==> config.mk <==
export PLATFORM = sky130hd
export DESIGN_NAME = tmr_ctrl
export DESIGN_NICKNAME = d
export VERILOG_FILES = /design/src/rtl/tmr_pkg.sv /design/src/rtl/tmr_ctrl.sv
export SDC_FILE = /design/constraint.sdc
export NUM_CORES = 1
export LEC_CHECK = 0
export BUFFER_PORTS_ARGS = -buffer_cell sky130_fd_sc_hd__buf_4
export CORE_ASPECT_RATIO = 1.25
export CORE_MARGIN = 2
export CORE_UTILIZATION = 52
export CTS_CLUSTER_DIAMETER = 30
export CTS_CLUSTER_SIZE = 10
export DETAILED_ROUTE_END_ITERATION = 12
export HOLD_SLACK_MARGIN = 0.15
export PLACE_DENSITY = 0.68
export SLEW_MARGIN = 10
export SYNTH_ARGS = -nofsm -noshare
export SYNTH_HDL_FRONTEND = slang
export SYNTH_SLANG_ARGS = --single-unit
==> constraint.sdc <==
create_clock -name ref_clk -period 3.5 [get_ports ref_clk]
set_input_delay 0.35 -clock ref_clk [delete_from_list [all_inputs] [get_ports ref_clk]]
set_output_delay 0.35 -clock ref_clk [all_outputs]
set_load 0.005 [all_outputs]
==> src/rtl/tmr_pkg.sv <==
// Purpose: shared constants for the general timer control block
// Assumes: 8-bit special-register bus, 200 MHz cpu clock
// Notes: bit positions follow the control register layout
package tmr_pkg;
    // ---------------------------------------------------------------
    // register addresses
    // ---------------------------------------------------------------
    localparam logic [7:0] TMR_ADDR_CTRL = 8'hC8;
    localparam logic [7:0] TMR_ADDR_HOLD_LO = 8'hCA;
    localparam logic [7:0] TMR_ADDR_HOLD_HI = 8'hCB;
    localparam logic [7:0] TMR_ADDR_CNT_LO = 8'hCC;
    localparam logic [7:0] TMR_ADDR_CNT_HI = 8'hCD;
    // ---------------------------------------------------------------
    // control register fields
    // ---------------------------------------------------------------
    localparam int TMR_BIT_OVF = 7;
    localparam int TMR_BIT_EXT = 6;
    localparam int TMR_BIT_RXSEL = 5;
    localparam int TMR_BIT_TXSEL = 4;
    localparam int TMR_BIT_TRIGEN = 3;
    localparam int TMR_BIT_RUN = 2;
    localparam int TMR_BIT_SRC = 1;
    localparam int TMR_BIT_CAPSEL = 0;
    // ---------------------------------------------------------------
    // reset values and maximum count
    // ---------------------------------------------------------------
    localparam logic [7:0] TMR_CTRL_RST = 8'h00;
    localparam logic [15:0] TMR_CNT_RST = 16'h0000;
    localparam logic [15:0] TMR_HOLD_RST = 16'h0000;
    localparam logic [15:0] TMR_CNT_MAX = 16'hFFFF;
    // ---------------------------------------------------------------
    // timing counts, as last index of each divider
    // ---------------------------------------------------------------
    localparam logic [3:0] TMR_PRE_LAST_12 = 4'hB;
    localparam logic [3:0] TMR_PRE_LAST_4 = 4'h3;
    localparam logic [3:0] TMR_PRE_LAST_2 = 4'h1;
    localparam logic [3:0] TMR_BAUD_LAST = 4'hF;
endpackage : tmr_pkg

==> src/rtl/tmr_ctrl.sv <==
// Purpose: control, capture and reload logic of a 16-bit general timer
// Assumes: pins asynchronous to ref_clk in timing, so resampled here
// Notes: one clock domain; flags set by hardware win over software
//
// Overview of operation
// RQ1: overflow flag set on FFFF to 0000 wrap
// RQ2: overflow flag never set in baud mode
// RQ3: software writing overflow flag raises interrupt
// RQ4: trigger falling edge sets external-event flag; the code does not set it in baud mode
// RQ5: external-event flag requests interrupt; software clears
// RQ6: software writing external-event flag raises interrupt
// RQ7: receive clock: this timer or other timer
// RQ8: transmit clock: this timer or other timer
// RQ9: enabled trigger edge captures or reloads, not baud
// RQ10: trigger disabled: pin transitions fully ignored
// RQ11: run bit gates increments; count holds
// RQ12: timer source counts every four or twelve clocks
// RQ13: baud mode counts every two clocks
// RQ14: event source counts event pin falling edges
// RQ15: capture select one: capture on trigger edge
// RQ16: capture select zero: reload on overflow, trigger
// RQ17: baud mode always reloads on overflow
// RQ18: capture copies count bytes into holding bytes
// RQ19: reload loads count from holding bytes
// RQ20: baud overflow divided by sixteen for uart
// RQ21: pins synchronised, falling edges by sample compare
// RQ22: hardware flag set beats same-cycle software write
module tmr_ctrl (
    // clock and reset
    input wire logic ref_clk,
    input wire logic rstn,
    // special-register bus
    input wire logic [7:0] sfr_addr,
    input wire logic sfr_wr,
    input wire logic [7:0] sfr_wdata,
    input wire logic sfr_rd,
    output logic [7:0] sfr_rdata,
    // pins and neighbours
    input wire logic trigger_input_pin,
    input wire logic event_count_pin,
    input wire logic prescale_select,
    input wire logic other_timer_ovf,
    input wire logic timer_int_enable,
    // outputs
    output logic timer_irq,
    output logic uart_rx_clk,
    output logic uart_tx_clk
);
    import tmr_pkg::*;

    // ---------------------------------------------------------------
    // state
    // ---------------------------------------------------------------
    logic [7:0] ctrl_ff;
    logic [15:0] count_ff;
    logic [15:0] hold_ff;
    logic [3:0] pre_cnt_ff;
    logic [3:0] baud_div_ff;
    logic [2:0] trig_sync_ff;
    logic [2:0] evt_sync_ff;
    logic [7:0] rdata_ff;
    logic rx_clk_ff;
    logic tx_clk_ff;

    function automatic logic [15:0] put_byte(input logic [15:0] word, input logic hi,
                                             input logic lo, input logic [7:0] data);
        put_byte = {hi ? data : word[15:8], lo ? data : word[7:0]};
    endfunction : put_byte

    // ---------------------------------------------------------------
    // decode
    // ---------------------------------------------------------------
    wire wr_ctrl = sfr_wr && (sfr_addr == TMR_ADDR_CTRL);
    wire wr_hold_lo = sfr_wr && (sfr_addr == TMR_ADDR_HOLD_LO);
    wire wr_hold_hi = sfr_wr && (sfr_addr == TMR_ADDR_HOLD_HI);
    wire wr_cnt_lo = sfr_wr && (sfr_addr == TMR_ADDR_CNT_LO);
    wire wr_cnt_hi = sfr_wr && (sfr_addr == TMR_ADDR_CNT_HI);
    wire wr_cnt = wr_cnt_lo || wr_cnt_hi;

    wire overflow_flag = ctrl_ff[TMR_BIT_OVF];
    wire external_event_flag = ctrl_ff[TMR_BIT_EXT];
    wire uart_rx_clock_select = ctrl_ff[TMR_BIT_RXSEL];
    wire uart_tx_clock_select = ctrl_ff[TMR_BIT_TXSEL];
    wire external_trigger_enable = ctrl_ff[TMR_BIT_TRIGEN];
    wire run_control = ctrl_ff[TMR_BIT_RUN];
    wire count_source_select = ctrl_ff[TMR_BIT_SRC];
    wire capture_reload_select = ctrl_ff[TMR_BIT_CAPSEL];
    wire baud_mode = uart_rx_clock_select || uart_tx_clock_select;

    // ---------------------------------------------------------------
    // pin edges
    // ---------------------------------------------------------------
    // stage 0 only feeds stage 1, so metastability never reaches the compare
    wire trig_fall = trig_sync_ff[2] && !trig_sync_ff[1]; // RQ21
    wire evt_fall = evt_sync_ff[2] && !evt_sync_ff[1]; // RQ21

    // ---------------------------------------------------------------
    // increment source
    // ---------------------------------------------------------------
    wire [3:0] pre_last = baud_mode ? TMR_PRE_LAST_2 : // RQ13
                          prescale_select ? TMR_PRE_LAST_4 : TMR_PRE_LAST_12; // RQ12
    // >= lets the divider recover at once when the mode shortens it
    wire pre_tick = pre_cnt_ff >= pre_last;
    wire [3:0] nxt_pre_cnt = pre_tick ? 4'h0 : pre_cnt_ff + 4'h1;
    wire inc = run_control && (count_source_select ? evt_fall : pre_tick); // RQ11 RQ14
    wire ovf = inc && (count_ff == TMR_CNT_MAX);

    // ---------------------------------------------------------------
    // capture and reload
    // ---------------------------------------------------------------
    wire trig_evt = external_trigger_enable && !baud_mode && trig_fall; // RQ9 RQ10
    wire capture = trig_evt && capture_reload_select; // RQ15
    wire reload = (ovf && (baud_mode || !capture_reload_select)) // RQ16 RQ17
                  || (trig_evt && !capture_reload_select); // RQ16
    wire [15:0] cnt_hw = reload ? hold_ff : inc ? count_ff + 16'h0001 : count_ff; // RQ19
    wire [15:0] nxt_count = put_byte(cnt_hw, wr_cnt_hi, wr_cnt_lo, sfr_wdata);
    wire [15:0] hold_sw = put_byte(hold_ff, wr_hold_hi, wr_hold_lo, sfr_wdata);
    wire [15:0] nxt_hold = capture ? count_ff : hold_sw; // RQ18

    // ---------------------------------------------------------------
    // control register and flags
    // ---------------------------------------------------------------
    wire [7:0] ctrl_sw = wr_ctrl ? sfr_wdata : ctrl_ff;
    wire ovf_set = ovf && !baud_mode; // RQ1 RQ2
    wire nxt_ovf_flag = ovf_set || ctrl_sw[TMR_BIT_OVF]; // RQ22
    wire nxt_ext_flag = trig_evt || ctrl_sw[TMR_BIT_EXT]; // RQ4 RQ22
    wire [7:0] nxt_ctrl = {nxt_ovf_flag, nxt_ext_flag, ctrl_sw[5:0]};

    // ---------------------------------------------------------------
    // uart clocks
    // ---------------------------------------------------------------
    wire baud_ovf = ovf && baud_mode;
    wire [3:0] nxt_baud_div = baud_ovf ? baud_div_ff + 4'h1 : baud_div_ff;
    wire baud_pulse = baud_ovf && (baud_div_ff == TMR_BAUD_LAST); // RQ20
    wire nxt_rx_clk = uart_rx_clock_select ? baud_pulse : other_timer_ovf; // RQ7
    wire nxt_tx_clk = uart_tx_clock_select ? baud_pulse : other_timer_ovf; // RQ8

    // ---------------------------------------------------------------
    // read path
    // ---------------------------------------------------------------
    wire [7:0] rd_mux = (sfr_addr == TMR_ADDR_CTRL) ? ctrl_ff :
                        (sfr_addr == TMR_ADDR_HOLD_LO) ? hold_ff[7:0] :
                        (sfr_addr == TMR_ADDR_HOLD_HI) ? hold_ff[15:8] :
                        (sfr_addr == TMR_ADDR_CNT_LO) ? count_ff[7:0] :
                        (sfr_addr == TMR_ADDR_CNT_HI) ? count_ff[15:8] : 8'h00;
    wire [7:0] nxt_rdata = sfr_rd ? rd_mux : 8'h00;

    // ---------------------------------------------------------------
    // registers
    // ---------------------------------------------------------------
    always_ff @(posedge ref_clk or negedge rstn)
    begin
        if (!rstn)
        begin
            ctrl_ff <= TMR_CTRL_RST;
            count_ff <= TMR_CNT_RST;
            hold_ff <= TMR_HOLD_RST;
            pre_cnt_ff <= 4'h0;
            baud_div_ff <= 4'h0;
        end
        else
        begin
            ctrl_ff <= nxt_ctrl;
            count_ff <= nxt_count;
            hold_ff <= nxt_hold;
            pre_cnt_ff <= nxt_pre_cnt;
            baud_div_ff <= nxt_baud_div;
        end
    end

    always_ff @(posedge ref_clk or negedge rstn)
    begin
        if (!rstn)
        begin
            trig_sync_ff <= 3'h7;
            evt_sync_ff <= 3'h7;
            rdata_ff <= 8'h00;
            rx_clk_ff <= 1'b0;
            tx_clk_ff <= 1'b0;
        end
        else
        begin
            trig_sync_ff <= {trig_sync_ff[1:0], trigger_input_pin}; // RQ21
            evt_sync_ff <= {evt_sync_ff[1:0], event_count_pin}; // RQ21
            rdata_ff <= nxt_rdata;
            rx_clk_ff <= nxt_rx_clk;
            tx_clk_ff <= nxt_tx_clk;
        end
    end

    // ---------------------------------------------------------------
    // outputs
    // ---------------------------------------------------------------
    // a software write of 1 to either flag lands here like a hardware set
    assign timer_irq = timer_int_enable && (overflow_flag || external_event_flag); // RQ3 RQ5 RQ6
    assign sfr_rdata = rdata_ff;
    assign uart_rx_clk = rx_clk_ff;
    assign uart_tx_clk = tx_clk_ff;

    // ---------------------------------------------------------------
    // checks
    // ---------------------------------------------------------------
    a_ovf_flag_set: assert property (@(posedge ref_clk) disable iff (!rstn) // RQ1
        (inc && count_ff == TMR_CNT_MAX && !baud_mode) |=> overflow_flag)
        else $error("overflow flag not set on wrap");
    a_ovf_baud_quiet: assert property (@(posedge ref_clk) disable iff (!rstn) // RQ2
        $rose(overflow_flag) |-> $past(!baud_mode) || $past(wr_ctrl && sfr_wdata[7]))
        else $error("overflow flag set in baud mode");
    a_irq_on_write: assert property (@(posedge ref_clk) disable iff (!rstn) // RQ3
        (wr_ctrl && sfr_wdata[7]) ##1 timer_int_enable |-> timer_irq)
        else $error("flag write did not raise interrupt");
    a_ext_flag_set: assert property (@(posedge ref_clk) disable iff (!rstn) // RQ4
        (external_trigger_enable && !baud_mode && trig_fall) |=> external_event_flag)
        else $error("external event flag not set");
    a_ext_irq_hold: assert property (@(posedge ref_clk) disable iff (!rstn) // RQ5
        (external_event_flag && !wr_ctrl) |=> external_event_flag)
        else $error("external event flag cleared by hardware");
    a_trig_ignored: assert property (@(posedge ref_clk) disable iff (!rstn) // RQ10
        (!external_trigger_enable && !wr_ctrl && !wr_hold_lo && !wr_hold_hi)
        |=> !$rose(external_event_flag) && $stable(hold_ff))
        else $error("disabled trigger had an effect");
    a_run_hold: assert property (@(posedge ref_clk) disable iff (!rstn) // RQ11
        (!run_control && !wr_cnt && !reload) |=> $stable(count_ff))
        else $error("count moved while stopped");
    a_baud_rate: assert property (@(posedge ref_clk) disable iff (!rstn) // RQ13
        (pre_tick && baud_mode) ##1 baud_mode[*2] |-> pre_tick && $past(!pre_tick))
        else $error("baud mode tick not every two clocks");
    a_capture_copy: assert property (@(posedge ref_clk) disable iff (!rstn) // RQ18
        capture |=> hold_ff == $past(count_ff))
        else $error("capture did not copy count");
    a_reload_load: assert property (@(posedge ref_clk) disable iff (!rstn) // RQ19
        (reload && !wr_cnt) |=> count_ff == $past(hold_ff))
        else $error("reload did not load holding value");
    a_rx_clk_sel: assert property (@(posedge ref_clk) disable iff (!rstn) // RQ7
        !uart_rx_clock_select |=> uart_rx_clk == $past(other_timer_ovf))
        else $error("receive clock not from other timer");

    // ---------------------------------------------------------------
    // flag and interrupt checks
    // ---------------------------------------------------------------
    a_ext_irq_req: assert property (@(posedge ref_clk) disable iff (!rstn) // RQ5
        (timer_int_enable && external_event_flag) |-> timer_irq)
        else $error("external event flag did not request interrupt");
    a_ext_write_irq: assert property (@(posedge ref_clk) disable iff (!rstn) // RQ6
        (wr_ctrl && sfr_wdata[TMR_BIT_EXT]) ##1 timer_int_enable |-> timer_irq)
        else $error("external flag write did not raise interrupt");
    a_irq_quiet: assert property (@(posedge ref_clk) disable iff (!rstn) // RQ3
        (!timer_int_enable || (!overflow_flag && !external_event_flag)) |-> !timer_irq)
        else $error("interrupt raised without enabled flag");
    a_hw_set_wins: assert property (@(posedge ref_clk) disable iff (!rstn) // RQ22
        (ovf_set || trig_evt) |=> (overflow_flag || !$past(ovf_set))
        && (external_event_flag || !$past(trig_evt)))
        else $error("software write beat a hardware flag set");
    a_ext_flag_only: assert property (@(posedge ref_clk) disable iff (!rstn) // RQ4
        $rose(external_event_flag) |-> $past(trig_evt) || $past(wr_ctrl && sfr_wdata[TMR_BIT_EXT]))
        else $error("external event flag set without trigger");

    // ---------------------------------------------------------------
    // count, capture and reload checks
    // ---------------------------------------------------------------
    a_wrap_zero: assert property (@(posedge ref_clk) disable iff (!rstn) // RQ1
        (ovf && !reload && !wr_cnt) |=> count_ff == TMR_CNT_RST)
        else $error("count did not wrap to zero");
    a_trig_action: assert property (@(posedge ref_clk) disable iff (!rstn) // RQ9
        (external_trigger_enable && !baud_mode && trig_fall) |-> capture || reload)
        else $error("enabled trigger edge did nothing");
    a_tick_four: assert property (@(posedge ref_clk) disable iff (!rstn) // RQ12
        (pre_tick && !baud_mode && prescale_select)
        ##1 (!baud_mode && prescale_select)[*4] |-> pre_tick)
        else $error("timer tick not every four clocks");
    a_tick_twelve: assert property (@(posedge ref_clk) disable iff (!rstn) // RQ12
        (pre_tick && !baud_mode && !prescale_select)
        ##1 (!baud_mode && !prescale_select)[*8]
        ##1 (!baud_mode && !prescale_select)[*4] |-> pre_tick)
        else $error("timer tick not every twelve clocks");
    a_timer_inc: assert property (@(posedge ref_clk) disable iff (!rstn) // RQ12
        (run_control && !count_source_select && pre_tick && !reload && !wr_cnt)
        |=> count_ff == $past(count_ff) + 16'h0001)
        else $error("timer tick did not increment count");
    a_event_inc: assert property (@(posedge ref_clk) disable iff (!rstn) // RQ14
        (run_control && count_source_select && evt_fall && !reload && !wr_cnt)
        |=> count_ff == $past(count_ff) + 16'h0001)
        else $error("event edge did not increment count");
    a_event_only: assert property (@(posedge ref_clk) disable iff (!rstn) // RQ14
        (count_source_select && !evt_fall && !reload && !wr_cnt)
        |=> $stable(count_ff))
        else $error("event source counted without an edge");
    a_capture_mode: assert property (@(posedge ref_clk) disable iff (!rstn) // RQ15
        (capture_reload_select && !baud_mode) |-> !reload)
        else $error("reload in capture mode");
    a_ovf_reload: assert property (@(posedge ref_clk) disable iff (!rstn) // RQ16
        (ovf && !capture_reload_select && !wr_cnt) |=> count_ff == $past(hold_ff))
        else $error("overflow did not reload in reload mode");
    a_baud_reload: assert property (@(posedge ref_clk) disable iff (!rstn) // RQ17
        (ovf && baud_mode && !wr_cnt) |=> count_ff == $past(hold_ff))
        else $error("overflow did not reload in baud mode");
    a_pin_edge: assert property (@(posedge ref_clk) disable iff (!rstn) // RQ21
        trig_fall |-> $past(trigger_input_pin, 3) && !$past(trigger_input_pin, 2))
        else $error("trigger edge without falling pin");

    // ---------------------------------------------------------------
    // uart clock checks
    // ---------------------------------------------------------------
    a_tx_clk_sel: assert property (@(posedge ref_clk) disable iff (!rstn) // RQ8
        !uart_tx_clock_select |=> uart_tx_clk == $past(other_timer_ovf))
        else $error("transmit clock not from other timer");
    a_rx_clk_baud: assert property (@(posedge ref_clk) disable iff (!rstn) // RQ7
        uart_rx_clock_select |=> uart_rx_clk == $past(baud_ovf && baud_div_ff == TMR_BAUD_LAST))
        else $error("receive clock not from this timer");
    a_tx_clk_baud: assert property (@(posedge ref_clk) disable iff (!rstn) // RQ8
        uart_tx_clock_select |=> uart_tx_clk == $past(baud_ovf && baud_div_ff == TMR_BAUD_LAST))
        else $error("transmit clock not from this timer");
    a_baud_div_step: assert property (@(posedge ref_clk) disable iff (!rstn) // RQ20
        baud_ovf |=> baud_div_ff == $past(baud_div_ff) + 4'h1)
        else $error("baud divider did not step on overflow");
    a_baud_div_quiet: assert property (@(posedge ref_clk) disable iff (!rstn) // RQ20
        !baud_ovf |=> $stable(baud_div_ff))
        else $error("baud divider moved without overflow");
endmodule : tmr_ctrl

Word level (Yosys, flattened, before mapping)
Index checks and enable logic that the tools add are counted.
{ "totals": {"regBits": 64, "romBits": 0, "in_bits": 25, "n_memories": 0, "latch_bits": 0, "ramBits": 0, "out_inout_bits": 11} }
{ "op_classes": {"n_shift": 0, "mux": 20, "bitwise_logic": 0, "n_div": 0, "reduce_logical": 32, "eq_ne": 7, "mul": 0, "order_cmp": 1, "add_sub_neg": 3} }
{ "ops": {"columns": ["cell", "n"], "rows": [
  ["8-bit 2-to-1 mux", 11],
  ["16-bit 2-to-1 mux", 3],
  ["8-bit == test, second input constant", 5],
  ["1-bit logical AND", 18],
  ["16-bit by 1-bit adder with 16-bit output, second input constant", 1],
  ["16-bit == test, second input constant", 1],
  ["4-bit 2-to-1 mux", 3],
  ["4-bit by 1-bit adder with 4-bit output, second input constant", 2],
  ["1-bit logical OR", 6],
  ["3-bit nonzero test", 2],
  ["4-bit == test, second input constant", 1],
  ["4-bit >= comparator", 1],
  ["1-bit zero test", 4],
  ["2-bit nonzero test", 2],
  ["1-bit 2-to-1 mux", 3]
]} }

Longest topological paths before layout
{ "logic_depth": {"depth_word": 10, "depth_mapped": 9, "mapped_depth_nobuf": 8} }

Worst setup path after synthesis
No wires, ideal clock.
{ "synth_path": {"path_kind": "register -> register", "from": "register ctrl_ff[5]", "to": "register count_ff[2]", "path_buffers": 1, "slack_ns": 0.930, "setup_ns": 0.126, "path_stages_with_launch": 10, "t_arrival_ns": 2.445, "synth_period_minus_slack_ns": 2.570, "t_required_ns": 3.374, "cell_sequence": "dfrtp_1 or3_1 ha_1 nor3_1 a211oi_2 nand4_4 a22oi_4 buf_8 mux2i_1 o22ai_1"} }
{ "synth_between": {"elab_chain_cells": 10, "elab_cells_between_ends": 16, "cone_classes": "order compare: 1; mux: 4; reduce/logical: 11"} }
{ "synth_rtl": {"columns": ["item", "line_no", "rtl"], "rows": [
  ["start, declared", "tmr_ctrl.sv:54", "logic [7:0] ctrl_ff;"],
  ["start signal, assigned", "tmr_ctrl.sv:163", "ctrl_ff <= nxt_ctrl;"],
  ["1-bit logical OR (*)", "tmr_ctrl.sv:88", "wire baud_mode = uart_rx_clock_select || uart_tx_clock_select;"],
  ["4-bit 2-to-1 mux", "tmr_ctrl.sv:100", "wire [3:0] pre_last = baud_mode ? TMR_PRE_LAST_2 :"],
  ["4-bit >= comparator", "tmr_ctrl.sv:103", "wire pre_tick = pre_cnt_ff >= pre_last;"],
  ["1-bit 2-to-1 mux", "tmr_ctrl.sv:105", "wire inc = run_control && (count_source_select ? evt_fall : pre_tick);"],
  ["1-bit logical AND", "tmr_ctrl.sv:105", null],
  ["1-bit logical AND", "tmr_ctrl.sv:106", "wire ovf = inc && (count_ff == TMR_CNT_MAX);"],
  ["1-bit logical AND", "tmr_ctrl.sv:113", "wire reload = (ovf && (baud_mode || !capture_reload_select))"],
  ["1-bit logical OR", "tmr_ctrl.sv:114", "|| (trig_evt && !capture_reload_select);"],
  ["16-bit 2-to-1 mux", "tmr_ctrl.sv:115", "wire [15:0] cnt_hw = reload ? hold_ff : inc ? count_ff + 16'h0001 : count_ff;"],
  ["8-bit 2-to-1 mux", "tmr_ctrl.sv:67", "put_byte = {hi ? data : word[15:8], lo ? data : word[7:0]};"],
  ["end signal, assigned", "tmr_ctrl.sv:164", "count_ff <= nxt_count;"],
  ["end, declared", "tmr_ctrl.sv:55", "logic [15:0] count_ff;"]
]} }
Every way passes the cells marked *; elsewhere a longest branch is shown, timed or not.
A chain may end at the register's enable or synchronous reset.

Final worst setup path
{ "layout_path": {"from": "register ctrl_ff[5]", "to": "register count_ff[9]"} }
Same word-level chain as after synthesis.

==> impl_metrics.py <==
metrics = {
    "sta": {
        "fin_crit_sh_pct": 84.76,
        "setup_viol": 0,
        "finalMaxSlewViolations": 0,
        "rsz0062_at_grt": "no",
        "maxSlewHeadroom_pct": 45.64,
        "fin_worst_hold_slack_ns": 0.2668,
        "period_needed_ns": 2.967,
        "fmax_mhz": 337.1,
        "worstMarginPinSlew_ns": 0.8130,
        "hold_viol_final": 0,
        "skew_ns": 0.01329,
        "final.setup.tns_ns": 0,
    },
    "setup_path": {
        "cp_max_fo": 14,
        "crit_path_top_delay_cell": "a22oi_4",
        "required_ns": 3.72,
        "worstRegToRegCells": 8,
        "cp.arrival_ns": 3.19,
        "max_stage_delay_ns": 0.60,
        "critPathKind": "reg -> reg",
        "end_kind": "flop",
        "r2r_end": "count_ff[9]",
        "reg2reg_setup_slack_ns": 0.53,
        "crit_path_start_kind": "flop",
        "r2r-start": "ctrl_ff[5]",
        "crit_chain": "or3_1, ha_1, nor3_1, a211oi_2, nand3_4, a22oi_4, mux2i_1, o21ai_1",
    },
    "floorplanning": {
        "fp.dieArea_um2": 7732,
        "pin_count": 36,
        "core_um2": 6892,
        "num_rows": 34,
        "start_util_pct": 53.12,
        "dieHeight_um": 97.81,
        "die_w_um": 79.05,
    },
    "grt": {
        "gr-usage-all-layers_pct": 26.24,
        "grt_overflow_total": 0,
        "grt_max_degree": 65,
        "grt_pass1_wl_um": 15400,
        "grt_pass1_vias": 2968,
        "antenna_found_initial": 0,
    },
    "run": {
        "maxCapViolCount": 0,
    },
    "cts": {
        "postCtsSetupBuffers": 0,
        "clkSinkCount": 64,
        "cts_resized": 0,
        "htreeDepth": 3,
        "hold_buffers": 3,
        "clk_latency_ns": 0.36,
        "cts_made_buffers": 9,
        "clkTransAtPathRegs_ns": 0.08,
        "cts_buffer_depth": 2,
        "cts_tree": "done",
        "cts_root_buf": "clkbuf_8",
    },
    "final_layout": {
        "seq_area_um2": 1609,
        "drive_gt1_share_pct": 19.65,
        "multi_input_area_um2": 1936,
        "fill_cells": 597,
        "num_antenna_cells": 0,
        "final_nets": 426,
        "area.growth.synth_to_final_pct": 15.28,
    },
    "power_and_ir_drop": {
        "powerDensity_nw_per_um2": 487.9,
        "power.leakage_nw": 1.873,
        "ir_drop_mv": 0.3716,
    },
    "detailed_routing": {
        "first_pass_iters": 5,
        "routedWlPerCell_um": 18.96,
        "via_count": 2993,
        "drt_iter0_drc": 302,
        "vias_per_cell": 6.083,
        "wirelength_um": 9329,
        "drc": 0,
        "ant_nets": 0,
    },
    "synth": {
        "synth_edf_count": 0,
        "synth_seq_cells": 64,
        "syn_inst": 365,
        "ys_seq_area_share_pct": 43.95,
        "synth_area_per_cell_um2": 10.03,
        "yosys_warnings": 0,
        "ys_types": 58,
        "ys_async_sr_fraction_pct": 100.0,
        "synth.cell_area_um2": 3661,
        "ys_dominant_reg_cell": "dfrtp_1",
        "synth_nets": 394,
    },
    "placed_design": {
        "dpl.hpwl_um": 6548,
        "routabilityCongestion": 0.8812,
        "port_buffers": 35,
    },
    "worst_hold_path": {
        "hp-class": "in -> reg",
        "holdPathStages": 2,
        "whs_endpoint": "sfr_rdata[0]",
        "hp-start": "sfr_rd",
    },
    "outcome": {
        "status": "finished, final reports clean",
    },
}
[cell type report]
class / instances / share of cell area (%)
clock buffers: 10 / 3.261
multi-input cells: 276 / 45.86
clock inverters: 6 / 2.164
flip-flops and latches: 64 / 38.13
well taps: 90 / 2.668
repair buffers: 41 / 7.471
inverters: 5 / 0.4447
[per-stage QoR]
step                      setup WS [ns]  utilization, %  power [mW]  area [um2]  std cells
after detailed placement         0.5556           57.48       1.338        3961        473
after global placement           0.6287           57.48       1.323        3961        473
after global routing             0.3377           61.24       2.167        4220        492
after CTS                        0.5275           61.24       2.072        4220        492
after floorplan                  0.9297               -       1.210        3661        365
final                            0.5334           61.24       2.059        4220        492
[registers in the layout (all words and copies together) (netlist names)]
signal	flops
baud_div_ff	4
count_ff	16
ctrl_ff	8
evt_sync_ff	3
hold_ff	16
pre_cnt_ff	4
sfr_rdata	8
trig_sync_ff	3
uart_rx_clk	1
uart_tx_clk	1
[synth_stat cells (2+ instances only)]
| library cell | count | area share [%] |
|---|---|---|
| mux2_2 | 6 | 1.8 |
| xor2_1 | 5 | 1.2 |
| inv_1 | 5 | 0.51 |
| nor2_1 | 18 | 1.8 |
| nand4_4 | 2 | 1.2 |
| a22oi_1 | 2 | 0.41 |
| ha_1 | 4 | 1.4 |
| a21oi_1 | 22 | 3.0 |
| or3_1 | 2 | 0.34 |
| buf_2 | 3 | 0.41 |
| o21ai_0 | 22 | 3.0 |
| nand2_1 | 36 | 3.7 |
| nand4_1 | 9 | 1.5 |
| nor3_1 | 6 | 0.82 |
| clkbuf_1 | 14 | 1.4 |
| xnor2_1 | 14 | 3.3 |
| dfstp_2 | 6 | 4.3 |
| mux2i_1 | 45 | 12 |
| dfrtp_1 | 58 | 40 |
| o22ai_1 | 12 | 2.1 |
| a211oi_2 | 2 | 0.68 |
| nand3_1 | 13 | 1.8 |
| nor2b_1 | 7 | 1.2 |
| o21ai_1 | 8 | 1.1 |
| and3_1 | 11 | 1.9 |
[how the worst max path moves through the flow]
stage / startpoint / end / slack (ns)
3_3_place_gp: ctrl_ff[5] / count_ff[4] / 0.63
4_1_cts: ctrl_ff[5] / count_ff[9] / 0.53
6_report: ctrl_ff[5] / count_ff[9] / 0.53
3_5_place_dp: ctrl_ff[5] / count_ff[9] / 0.56
5_1_grt: ctrl_ff[5] / count_ff[12] / 0.34
2_1_floorplan: ctrl_ff[5] / count_ff[2] / 0.93
[metal layers]
metal	global-route usage, %	vias to the layer above	part of all wire, %
met2	43.55	117	51
met5	0	-	0
li1	-	1391	-
met3	5.360	24	5.7
met1	33.11	1461	41
met4	11.27	0	2.9
[kinds of logic after synthesis]
kind of cell,Yosys count,share of synthesized area [%]
buffers and inverters,25,3.178
and+or+nand+nor,120,19.00
muxes,51,14.15
AOI/OAI and AO/OA,82,13.81
xor gates and xnor gates,19,4.545
adders and majority gates,4,1.367
DFF,64,43.95
[worst max-delay path: cells and delay by family, from the launching register on]
family          cells  cell delay, ns
mux                 1            0.27
simple gates        3            0.62
flops               1            0.45
compound gates      3            1.17
fa+ha+maj           1            0.31
[placed cells by master (no fill, tap or decap), types with 2 or more instances in the layout]
cell type	count
mux2i_1	45
o21ai_1	8
xnor2_1	14
nor2_1	18
dfrtp_1	58
o21ai_0	22
o22ai_1	12
a21oi_1	22
nand3_1	13
nor2b_1	7
a211oi_2	2
or3_1	2
dfstp_2	6
nor3_1	6
inv_1	5
nand4_1	9
clkbuf_8	10
mux2_2	6
clkinv_4	2
ha_1	4
dlygate4sd3_1	3
xor2_1	5
nand4_4	2
nand2_1	36
a22oi_1	2
and3_1	11
buf_4	38
bufinv_16	2
[where the power goes]
| part | switching (mW) | internal [mW] | total [mW] |
|---|---|---|---|
| registers | 0.141 | 0.825 | 0.967 |
| clock network | 0.305 | 0.424 | 0.729 |
| logic | 0.189 | 0.175 | 0.364 |
| total | 0.636 | 1.42 | 2.06 |
(Power assumes the default switching activity.)
